<file path="src/attr_table_consts.svh">
// attr_table_consts.svh: frame codes, handle limits and timing counts
// for the attribute table maintenance command handler.
// assumes a 250 MHz system clock.
`ifndef ATTR_TABLE_CONSTS_SVH
`define ATTR_TABLE_CONSTS_SVH

// ----------------------------------------------------------------------
// frame header codes
// ----------------------------------------------------------------------
`define FRM_TYPE_CMD 8'hC0
`define FRM_GROUP_TABLE 8'h05
`define ID_DELETE 8'h02
`define ID_VALIDATE 8'h03
`define ID_STORE 8'h04
`define ID_DUMP 8'h05
`define ID_ENTRY_EVT 8'h04
`define FRM_TYPE_EVT 8'h80
`define LEN_DELETE_CMD 8'h02
`define LEN_DELETE_RSP 8'h08
`define LEN_VALIDATE_RSP 8'h04
`define LEN_STORE_RSP 8'h02
`define LEN_DUMP_CMD 8'h01
`define LEN_DUMP_RSP 8'h04
`define LEN_ENTRY_EVT 8'h02
`define TXT_LEN_STORE 16'h000B

// ----------------------------------------------------------------------
// handles and validity codes
// ----------------------------------------------------------------------
`define HANDLE_FIRST_FIXED 16'h0001
`define HANDLE_LAST_FIXED 16'h001C
`define HANDLE_FIRST_USER 16'h001D
`define VALID_OK 16'h0000
`define VALID_TOO_FEW 16'h0001

// ----------------------------------------------------------------------
// timing
// ----------------------------------------------------------------------
`define CLK_PERIOD_NS 4
`define NV_BUSY_MS 15
`define NV_BUSY_CYCLES ((`NV_BUSY_MS * 1000000) / `CLK_PERIOD_NS)

`endif

</file>
<file path="src/attr_table_pkg.sv">
// attr_table_pkg.sv: types shared by the attribute table command handler.
// assumes nothing beyond a SystemVerilog compiler.
`default_nettype none

package attr_table_pkg;

  // handler states, one-hot
  typedef enum logic [6:0] {
    ST_HDR   = 7'h01,
    ST_PAY   = 7'h02,
    ST_EXEC  = 7'h04,
    ST_NVW   = 7'h08,
    ST_RSP   = 7'h10,
    ST_EVT   = 7'h20,
    ST_DRAIN = 7'h40
  } state_t;

endpackage : attr_table_pkg

`default_nettype wire

</file>
<file path="src/attr_table_maint.sv">
// attr_table_maint.sv: command handler for delete, validate, store and dump
// of the local attribute table, with non-volatile write busy period.
// assumes decoded serial bytes arrive one per rx_valid pulse and tx bytes are
// accepted one per cycle while tx_ready is high; the table store keeps only
// the count of attributes, the attribute content lives elsewhere.
//
// Function
// - handle zero removes only the newest, highest-numbered attribute
// - text delete without handle acts as handle zero
// - non-zero handle removes that attribute and all higher ones
// - handles below 0x001D are fixed and never deleted
// - every table change is committed to non-volatile storage
// - device busy about 15 ms per write, received bytes dropped
// - with flow control, incoming data is held off during writes
// - delete carries one 16-bit handle, lowest attribute to remove
// - delete answer: count removed, next free handle, validity code
// - validity check runs after each create or delete
// - validate takes no argument, answers one 16-bit validity code
// - code 0x0000 valid, 0x0001 too few attributes
// - additions producing other non-valid states are rejected
// - store is accepted, answered without parameters, does nothing
// - text store answer reports length 0x000B
// - dump emits one entry event per attribute in range
// - include-fixed 0 starts at 0x001D, 1 starts at 0x0001
// - dump answer carries count of events to follow
`include "attr_table_consts.svh"
`timescale 1ns/1ps
`default_nettype none

module attr_table_maint #(
  parameter int NV_BUSY = `NV_BUSY_CYCLES,
  parameter logic [15:0] MIN_ATTRS = 16'h0003
)(
  input wire logic sys_clk,
  input wire logic nrst,
  input wire logic [7:0] rx_data,
  input wire logic rx_valid,
  input wire logic text_mode,
  input wire logic text_no_arg,
  input wire logic flow_ctrl_en,
  input wire logic add_req,
  input wire logic add_bad,
  input wire logic tx_ready,
  output logic [7:0] tx_data,
  output logic tx_valid,
  output logic rx_hold,
  output logic nv_busy,
  output logic add_reject,
  output logic [15:0] table_top,
  output logic [15:0] text_rsp_len
);

  // ----------------------------------------------------------------------
  // state and storage
  // ----------------------------------------------------------------------
  attr_table_pkg::state_t state_reg, state_next;
  logic [7:0] hdr_reg [0:3];
  logic [7:0] arg_reg [0:1];
  logic [1:0] idx_reg;
  logic [15:0] top_reg;
  logic [15:0] removed_reg;
  logic [15:0] dump_h_reg;
  logic [15:0] dump_cnt_reg;
  logic [31:0] busy_reg;
  logic [3:0] tx_idx_reg;
  logic [3:0] tx_last_reg;
  logic [7:0] rsp_reg [0:11];

  // validity of a table whose top handle is given
  function automatic logic [15:0] validity(input logic [15:0] top);
    validity = (top - `HANDLE_LAST_FIXED < MIN_ATTRS) ? `VALID_TOO_FEW : `VALID_OK;
  endfunction : validity

  // ----------------------------------------------------------------------
  // command decode
  // ----------------------------------------------------------------------
  wire logic hdr_ok = hdr_reg[0] == `FRM_TYPE_CMD && hdr_reg[2] == `FRM_GROUP_TABLE;
  wire logic is_del = hdr_ok && hdr_reg[3] == `ID_DELETE;
  wire logic is_val = hdr_ok && hdr_reg[3] == `ID_VALIDATE;
  wire logic is_sto = hdr_ok && hdr_reg[3] == `ID_STORE;
  wire logic is_dmp = hdr_ok && hdr_reg[3] == `ID_DUMP;
  wire logic [7:0] pay_len = hdr_reg[1];
  wire logic rx_take = rx_valid && busy_reg == 32'd0;
  wire logic [15:0] del_arg = (text_mode && text_no_arg) ? 16'h0000 : {arg_reg[1], arg_reg[0]};
  // zero removes only the newest, otherwise the named handle and above
  wire logic [15:0] del_from = (del_arg == 16'h0000) ? top_reg : del_arg;
  wire logic del_legal = del_from >= `HANDLE_FIRST_USER && del_from <= top_reg;
  wire logic [15:0] del_cnt = del_legal ? top_reg - del_from + 16'h0001 : 16'h0000;
  wire logic [15:0] new_top = del_legal ? del_from - 16'h0001 : top_reg;
  wire logic [15:0] dmp_start = arg_reg[0][0] ? `HANDLE_FIRST_FIXED : `HANDLE_FIRST_USER;
  wire logic [15:0] dmp_cnt = (top_reg >= dmp_start) ? top_reg - dmp_start + 16'h0001 : 16'h0000;
  wire logic [15:0] cur_valid = validity(top_reg);
  wire logic tx_go = tx_valid && tx_ready;
  // byte on the wire for the current or next index
  wire logic [3:0] tx_sel = tx_go ? tx_idx_reg + 4'd1 : tx_idx_reg;
  wire logic [7:0] evt_byte = tx_sel == 4'd0 ? `FRM_TYPE_EVT : tx_sel == 4'd1 ? `LEN_ENTRY_EVT :
    tx_sel == 4'd2 ? `FRM_GROUP_TABLE : tx_sel == 4'd3 ? `ID_ENTRY_EVT :
    tx_sel == 4'd4 ? dump_h_reg[7:0] : dump_h_reg[15:8];
  wire logic [7:0] tx_byte = state_reg == attr_table_pkg::ST_EVT ?
    ((tx_go && tx_idx_reg == 4'd5) ? `FRM_TYPE_EVT : evt_byte) : rsp_reg[tx_sel];

  // ----------------------------------------------------------------------
  // next state
  // ----------------------------------------------------------------------
  always_comb
  begin
    state_next = state_reg;
    case (state_reg)
      attr_table_pkg::ST_HDR:
        if (rx_take && idx_reg == 2'd3)
          state_next = attr_table_pkg::ST_PAY;
      attr_table_pkg::ST_PAY:
        if (pay_len == 8'h00 || (rx_take && {6'd0, idx_reg} == pay_len - 8'h01) || idx_reg == 2'd2)
          state_next = attr_table_pkg::ST_EXEC;
      attr_table_pkg::ST_EXEC:
        if (is_del && del_legal)
          state_next = attr_table_pkg::ST_NVW;
        else if (is_del || is_val || is_sto || is_dmp)
          state_next = attr_table_pkg::ST_RSP;
        else
          state_next = attr_table_pkg::ST_HDR;
      attr_table_pkg::ST_NVW:
        if (busy_reg == 32'd1)
          state_next = attr_table_pkg::ST_RSP;
      attr_table_pkg::ST_RSP:
        if (tx_go && tx_idx_reg == tx_last_reg)
          state_next = (is_dmp && dump_cnt_reg != 16'h0000) ? attr_table_pkg::ST_EVT : attr_table_pkg::ST_HDR;
      attr_table_pkg::ST_EVT:
        if (tx_go && tx_idx_reg == 4'd5 && dump_cnt_reg == 16'h0001)
          state_next = attr_table_pkg::ST_HDR;
      default:
        state_next = attr_table_pkg::ST_HDR;
    endcase
  end

  // ----------------------------------------------------------------------
  // frame capture
  // ----------------------------------------------------------------------
  always_ff @(posedge sys_clk)
  begin
    if (!nrst)
    begin
      state_reg <= attr_table_pkg::ST_HDR;
      idx_reg <= 2'd0;
      arg_reg[0] <= 8'h00;
      arg_reg[1] <= 8'h00;
      for (int i = 0; i < 4; i++)
        hdr_reg[i] <= 8'h00;
    end
    else
    begin
      state_reg <= state_next;
      // bytes outside header and payload capture are dropped
      if (state_reg == attr_table_pkg::ST_HDR && rx_take)
      begin
        hdr_reg[idx_reg] <= rx_data;
        idx_reg <= idx_reg + 2'd1;
        if (idx_reg == 2'd3)
        begin
          idx_reg <= 2'd0;
          arg_reg[0] <= 8'h00;
          arg_reg[1] <= 8'h00;
        end
      end
      else if (state_reg == attr_table_pkg::ST_PAY && rx_take && idx_reg < 2'd2)
      begin
        arg_reg[idx_reg[0]] <= rx_data;
        idx_reg <= idx_reg + 2'd1;
      end
      else if (state_reg != attr_table_pkg::ST_PAY && state_reg != attr_table_pkg::ST_HDR)
        idx_reg <= 2'd0;
    end
  end

  // ----------------------------------------------------------------------
  // table, busy timer and dump walk
  // ----------------------------------------------------------------------
  always_ff @(posedge sys_clk)
  begin
    if (!nrst)
    begin
      top_reg <= `HANDLE_LAST_FIXED;
      removed_reg <= 16'h0000;
      busy_reg <= 32'd0;
      dump_h_reg <= 16'h0000;
      dump_cnt_reg <= 16'h0000;
      add_reject <= 1'b0;
    end
    else
    begin
      add_reject <= 1'b0;
      if (busy_reg != 32'd0)
        busy_reg <= busy_reg - 32'd1;
      if (state_reg == attr_table_pkg::ST_EXEC && is_del)
      begin
        removed_reg <= del_cnt;
        top_reg <= new_top;
        if (del_legal)
          busy_reg <= NV_BUSY;
      end
      else if (state_reg == attr_table_pkg::ST_EXEC && is_dmp)
      begin
        dump_h_reg <= dmp_start;
        dump_cnt_reg <= dmp_cnt;
      end
      else if (state_reg == attr_table_pkg::ST_HDR && add_req && idx_reg == 2'd0)
      begin
        // additions checked against the table rules, then committed
        if (add_bad || top_reg == 16'hFFFF)
          add_reject <= 1'b1;
        else
        begin
          top_reg <= top_reg + 16'h0001;
          busy_reg <= NV_BUSY;
        end
      end
      if (state_reg == attr_table_pkg::ST_EVT && tx_go && tx_idx_reg == 4'd5)
      begin
        dump_h_reg <= dump_h_reg + 16'h0001;
        dump_cnt_reg <= dump_cnt_reg - 16'h0001;
      end
    end
  end

  // ----------------------------------------------------------------------
  // answer frame builder
  // ----------------------------------------------------------------------
  always_ff @(posedge sys_clk)
  begin
    if (!nrst)
    begin
      tx_idx_reg <= 4'd0;
      tx_last_reg <= 4'd0;
      tx_valid <= 1'b0;
      tx_data <= 8'h00;
      for (int i = 0; i < 12; i++)
        rsp_reg[i] <= 8'h00;
    end
    else
    begin
      if (state_next == attr_table_pkg::ST_RSP && state_reg != attr_table_pkg::ST_RSP)
      begin
        rsp_reg[0] <= `FRM_TYPE_CMD;
        rsp_reg[2] <= `FRM_GROUP_TABLE;
        rsp_reg[3] <= hdr_reg[3];
        tx_idx_reg <= 4'd0;
        if (is_del)
        begin
          rsp_reg[1] <= `LEN_DELETE_RSP;
          {rsp_reg[5], rsp_reg[4]} <= 16'h0000;
          {rsp_reg[7], rsp_reg[6]} <= (state_reg == attr_table_pkg::ST_NVW) ? removed_reg : del_cnt;
          {rsp_reg[9], rsp_reg[8]} <= top_reg + 16'h0001;
          {rsp_reg[11], rsp_reg[10]} <= cur_valid;
          tx_last_reg <= 4'd11;
        end
        else if (is_sto)
        begin
          rsp_reg[1] <= `LEN_STORE_RSP;
          {rsp_reg[5], rsp_reg[4]} <= 16'h0000;
          tx_last_reg <= 4'd5;
        end
        else
        begin
          rsp_reg[1] <= is_val ? `LEN_VALIDATE_RSP : `LEN_DUMP_RSP;
          {rsp_reg[5], rsp_reg[4]} <= 16'h0000;
          {rsp_reg[7], rsp_reg[6]} <= is_val ? cur_valid : dmp_cnt;
          tx_last_reg <= 4'd7;
        end
        tx_valid <= 1'b0;
      end
      else if (state_reg == attr_table_pkg::ST_RSP && state_next == attr_table_pkg::ST_EVT)
      begin
        tx_idx_reg <= 4'd0;
        tx_valid <= 1'b0;
      end
      else if (state_reg == attr_table_pkg::ST_RSP || state_reg == attr_table_pkg::ST_EVT)
      begin
        if (tx_go)
          tx_idx_reg <= (state_reg == attr_table_pkg::ST_EVT && tx_idx_reg == 4'd5) ? 4'd0 : tx_idx_reg + 4'd1;
        tx_valid <= !(tx_go && state_next == attr_table_pkg::ST_HDR);
        tx_data <= tx_byte;
      end
      else
        tx_valid <= 1'b0;
    end
  end

  // ----------------------------------------------------------------------
  // status outputs
  // ----------------------------------------------------------------------
  always_ff @(posedge sys_clk)
  begin
    if (!nrst)
    begin
      rx_hold <= 1'b0;
      nv_busy <= 1'b0;
      table_top <= 16'h0000;
      text_rsp_len <= 16'h0000;
    end
    else
    begin
      nv_busy <= busy_reg != 32'd0;
      rx_hold <= flow_ctrl_en && busy_reg != 32'd0;
      table_top <= top_reg;
      text_rsp_len <= is_sto ? `TXT_LEN_STORE : 16'h0000;
    end
  end

  // ----------------------------------------------------------------------
  // checks
  // ----------------------------------------------------------------------
  fixed_kept_a: assert property (@(posedge sys_clk) disable iff (!nrst)
    top_reg >= `HANDLE_LAST_FIXED) else $error("fixed attributes removed");
  hold_busy_a: assert property (@(posedge sys_clk) disable iff (!nrst)
    (flow_ctrl_en && busy_reg != 32'd0) |=> rx_hold) else $error("rx not held during write");
  nv_commit_a: assert property (@(posedge sys_clk) disable iff (!nrst)
    (state_reg == attr_table_pkg::ST_EXEC && is_del && del_legal) |=> busy_reg == NV_BUSY)
    else $error("delete not committed");
  del_zero_a: assert property (@(posedge sys_clk) disable iff (!nrst)
    (state_reg == attr_table_pkg::ST_EXEC && is_del && del_arg == 16'h0000 && del_legal)
    |=> top_reg == $past(top_reg) - 16'h0001) else $error("zero delete wrong");
  valid_code_a: assert property (@(posedge sys_clk) disable iff (!nrst)
    cur_valid == `VALID_OK || cur_valid == `VALID_TOO_FEW) else $error("bad validity");
  reject_add_a: assert property (@(posedge sys_clk) disable iff (!nrst)
    (state_reg == attr_table_pkg::ST_HDR && add_req && idx_reg == 2'd0 && add_bad)
    |=> add_reject && $stable(top_reg)) else $error("bad add accepted");
  dump_start_a: assert property (@(posedge sys_clk) disable iff (!nrst)
    (state_reg == attr_table_pkg::ST_EXEC && is_dmp && !arg_reg[0][0])
    |=> dump_h_reg == `HANDLE_FIRST_USER) else $error("dump start wrong");
  store_len_a: assert property (@(posedge sys_clk) disable iff (!nrst)
    is_sto |=> text_rsp_len == `TXT_LEN_STORE) else $error("store length wrong");

endmodule : attr_table_maint

`default_nettype wire

</file>
<file path="config.mk">
export PLATFORM = sky130hd
export DESIGN_NAME = attr_table_maint
export DESIGN_NICKNAME = d
export VERILOG_FILES = /design/src/attr_table_pkg.sv /design/src/attr_table_maint.sv
export VERILOG_INCLUDE_DIRS = /design/src
export SDC_FILE = /design/constraint.sdc
export NUM_CORES = 1
export LEC_CHECK = 0
export ABC_AREA = 1
export BUFFER_PORTS_ARGS = -buffer_cell sky130_fd_sc_hd__buf_2
export CAP_MARGIN = 40
export CORE_UTILIZATION = 55
export CTS_CLUSTER_DIAMETER = 200
export DETAILED_ROUTE_END_ITERATION = 6
export GPL_TIMING_DRIVEN = 1
export PLACE_DENSITY_LB_ADDON = 0.08
export SETUP_SLACK_MARGIN = 0.05
export SLEW_MARGIN = 10
export SYNTH_ARGS = -nofsm -noshare
export SYNTH_HDL_FRONTEND = slang
export SYNTH_SLANG_ARGS = --single-unit
</file>
<file path="constraint.sdc">
create_clock -name sys_clk -period 7.2 [get_ports sys_clk]
set_input_delay 0 -clock sys_clk [delete_from_list [all_inputs] [get_ports sys_clk]]
set_output_delay 0 -clock sys_clk [all_outputs]
set_load 0.03 [all_outputs]
</file>
==> impl_results.md <==
- CP endpoint kind: flop
- Setup WS pre-CTS: 2.96 ns
- Post-synth cell types: 62
- Die Y-Extent: approximately 170 um
- Synth cell count leaders: 458 x nand2_1, 324 x nor2_1, 283 x inv_1, 185 x dfxtp_1, 117 x a21oi_1
- Iteration-0 DRC Markers: 1565
- CP max stage delay: roughly 0.51 ns
- ANT cells: 0
- Area Growth Syn to Fin: 10.0%
- Worst path top cell family by delay: simple AND/OR/NAND/NOR gates
- Critical Path End: top_reg[11]
- Top cells by area, synth: dfxtp_1 25%, nand2_1 11%, edfxtp_1 9.6%
- Main synth FF type: dfxtp_1
- Util after Layout: 0.616
- Worst r2r src: arg_reg[0][0]
- CP Launch Type: flop
- Fin worst setup slack: approximately 2.9 ns
- Number of synthesized flops with an enable pin: between 40 and 50
- Critical path's most frequent cell: nand2_1
- Row count: 60
- Avg Inst Size Synth: roughly 7.0 sq um
- Initial Util: 0.560
- Post-route cell area: approximately 17000 sq um
- Failing checks: design-rule violations
- Fin. Hold Viols: 0
- #FFs+latches synth: between 200 and 250
- RSZ-0062 raised after global routing: no
- Final Cycle Share: 0.599
- TNS Setup: 0 ns
- Number of global-route vias before repair: around 14000
- Worst reg-to-reg path cell count: 19
- R2R Path End: top_reg[11]
- Clock Tree Buf Depth: 3
- Io pins: 61
- Crit. path cell count: 19
- Pwr Density: 231 nW/um^2
- Count leader, synth: nand2_1
- GRT Util Overall: 0.333
- CTS Sinks: about 230
- Grt met2 use: 0.533
- Critical setup path kind: flop to flop
- CTS Buf Count: 27
- Antenna violations before repair: 0
- Hold crit path type: input port to flop
- Final slew viol count: 0
- Worst skew pair latency: about 0.55 ns
- Final net count: 2331
- Final setup violation count: 0
- Remaining DRCs: 2
- GRT busiest layer: met2
- Largest net degree at the start of global routing: between 60 and 70
- # H-tree levels: 1
- Top cell type's share of synthesized area: 0.246
- Seq/Total Area, Yosys: 0.342
- Critical-path top delay cell: edfxtp_1
- Post-CTS sizing: 0
- Crit path arrival time: around 4.7 ns
- Max Clock Skew: roughly 0.026 ns
- Crit path max fanout: 14
- Worst reg-to-reg setup slack: just under 3 ns
- Via Count: roughly 15000
- Outcome: complete, but fails checks
- Max-Cap Viols: 0
- Worst-path clk slew: ~0.07 ns
- Max FFs per register: 43
- Relative slew slack: 0.476
- Share of cells above drive strength 1: 0.0762
- Root Driver: clkbuf_16
- Avg Vias per Cell: about 5.7
- Crit-path cells: o21ai_0 > nand2_1 > nor2_2 > nand2_2 > o22ai_1 > inv_1 > ha_1 > fa_1 > o21a_1 > o221ai_1 > nand2_1 > nand2_1 > nand2_1 > nand2_4 > o22ai_4 > nand2_1 > inv_2 > nand3_1 > o21ai_0
- Ys async rst share: 0
- Post-synth design cell area: about 15000 sq um
- Top cell type by total area after synthesis: dfxtp_1
- Pleak: roughly 0.008 uW
- Routability cong.: around 1
- Initial DRT Pass Iterations: 7
- Worst-margin pin slew: about 0.78 ns
- Core footprint: around 27000 sq um
- Synth Instances: between 2000 and 2500
- CP required: approximately 7.6 ns
- Final wirelength: ~47 mm
- VDD IR max: 0.279 mV
- Total power: between 3000 and 4000 uW
- Overflow left after global routing: 0
- Port Buffers: 47
- Detail Placement HPWL: 35.4 mm
- CTS tree: yes
- Bufs and invs on worst path: 2
- Peak Freq: ~0.23 GHz
- Die width: roughly 170 um
- WL per Instance: about 18 um
- Warnings from Yosys: 0
- DP Area: between 15000 and 20000 sq um
- Final ANT Viol Nets: 0
- GR Layer Usage met1: 0.463
- Worst Setup SP: arg_reg[0][0]
- Die area: between 20000 and 30000 sq um
- Met3 usage in global routing: 0.0300
- First-pass GRT wire length: roughly 74 mm
- Min cycle time layout: ~4.3 ns
## metrics by stage
stage / instances / hold WS [ns]
2_1_floorplan: 2177 / 0.123
3_3_place_gp: 2507 / 0.214
3_5_place_dp: 2511 / 0.224
4_1_cts: 2573 / 0.0152
5_1_grt: 2573 / 0.0507
6_report: 2573 / 0.0369
## worst min-delay path, delay by kind of cell
kind	cells	cell delay (ns)
AOI/OAI and AO/OA	1	0.14
buffers and inverters	1	0.10
and+or+nand+nor	3	0.29
## layout make-up
| type | count | area (sq um) |
|---|---|---|
| flip-flops and latches | 233 | 5140 |
| well taps | 341 | 427 |
| clock inverters | 18 | 193 |
| clock buffers | 32 | 724 |
| fillers | 2581 | 10300 |
| repair buffers | 68 | 463 |
| inverters | 298 | 1120 |
| multi-input cells | 1583 | 8480 |
## worst min path at each step
| stage | from | slack (ns) | cells past startpoint | endpoint |
|---|---|---|---|---|
| floorplan | flow_ctrl_en | 0.12 | 2 | rx_hold |
| global placement | flow_ctrl_en | 0.21 | 3 | rx_hold |
| finish | rx_valid | 0.04 | 5 | state_reg[2] |
| global route | rx_valid | 0.05 | 5 | state_reg[2] |
| CTS | rx_valid | 0.02 | 5 | state_reg[2] |
| detailed placement | flow_ctrl_en | 0.22 | 3 | rx_hold |
## power breakdown
| group | leakage, uW | internal [uW] | switching, uW |
|---|---|---|---|
| Combinational | 0.00550 | 299 | 621 |
| Sequential | 0.00199 | 1410 | 79.9 |
| Clock | 0.000450 | 832 | 584 |
## logic make-up after synthesis
kind of cell	count (synthesis)	share of synthesized area
DFF	233	0.342
xor gates and xnor gates	66	0.0384
and+or+nand+nor	1076	0.310
buffers and inverters	361	0.0977
muxes	2	0.00133
adders and majority gates	103	0.0876
other	1	0.000249
AOI/OAI and AO/OA	322	0.123
## per-layer routing
layer	wire length, um	up-vias
li1	-	7141
met1	20800	6721
met2	20500	592
met3	3140	118
met4	2050	0
met5	0	-
## cells in the final DEF, fill, tap and decap left out, types with 5 or more instances in the layout
cell	n
a21oi_1	117
a221oi_1	5
a22oi_1	9
a31oi_1	9
buf_2	47
buf_4	7
clkbuf_16	27
clkinv_1	7
clkinv_2	8
conb_1	14
dfxtp_1	185
dlygate4sd3_1	12
edfxtp_1	48
ha_1	99
inv_1	283
inv_2	8
nand2_1	458
nand2_2	11
nand3_1	113
nand4_1	44
nor2_1	324
nor2_2	5
nor3_1	55
nor3_2	6
nor4_1	23
o211ai_1	13
o21ai_0	110
o21ai_1	6
o22ai_1	19
or2_2	17
xnor2_1	13
xor2_1	53
## repair_timing
item	CTS	global route
hold buffers	12	0
setup buffers	0	0
endpoints found under the hold margin	73	0
(Power assumes the default switching activity.)
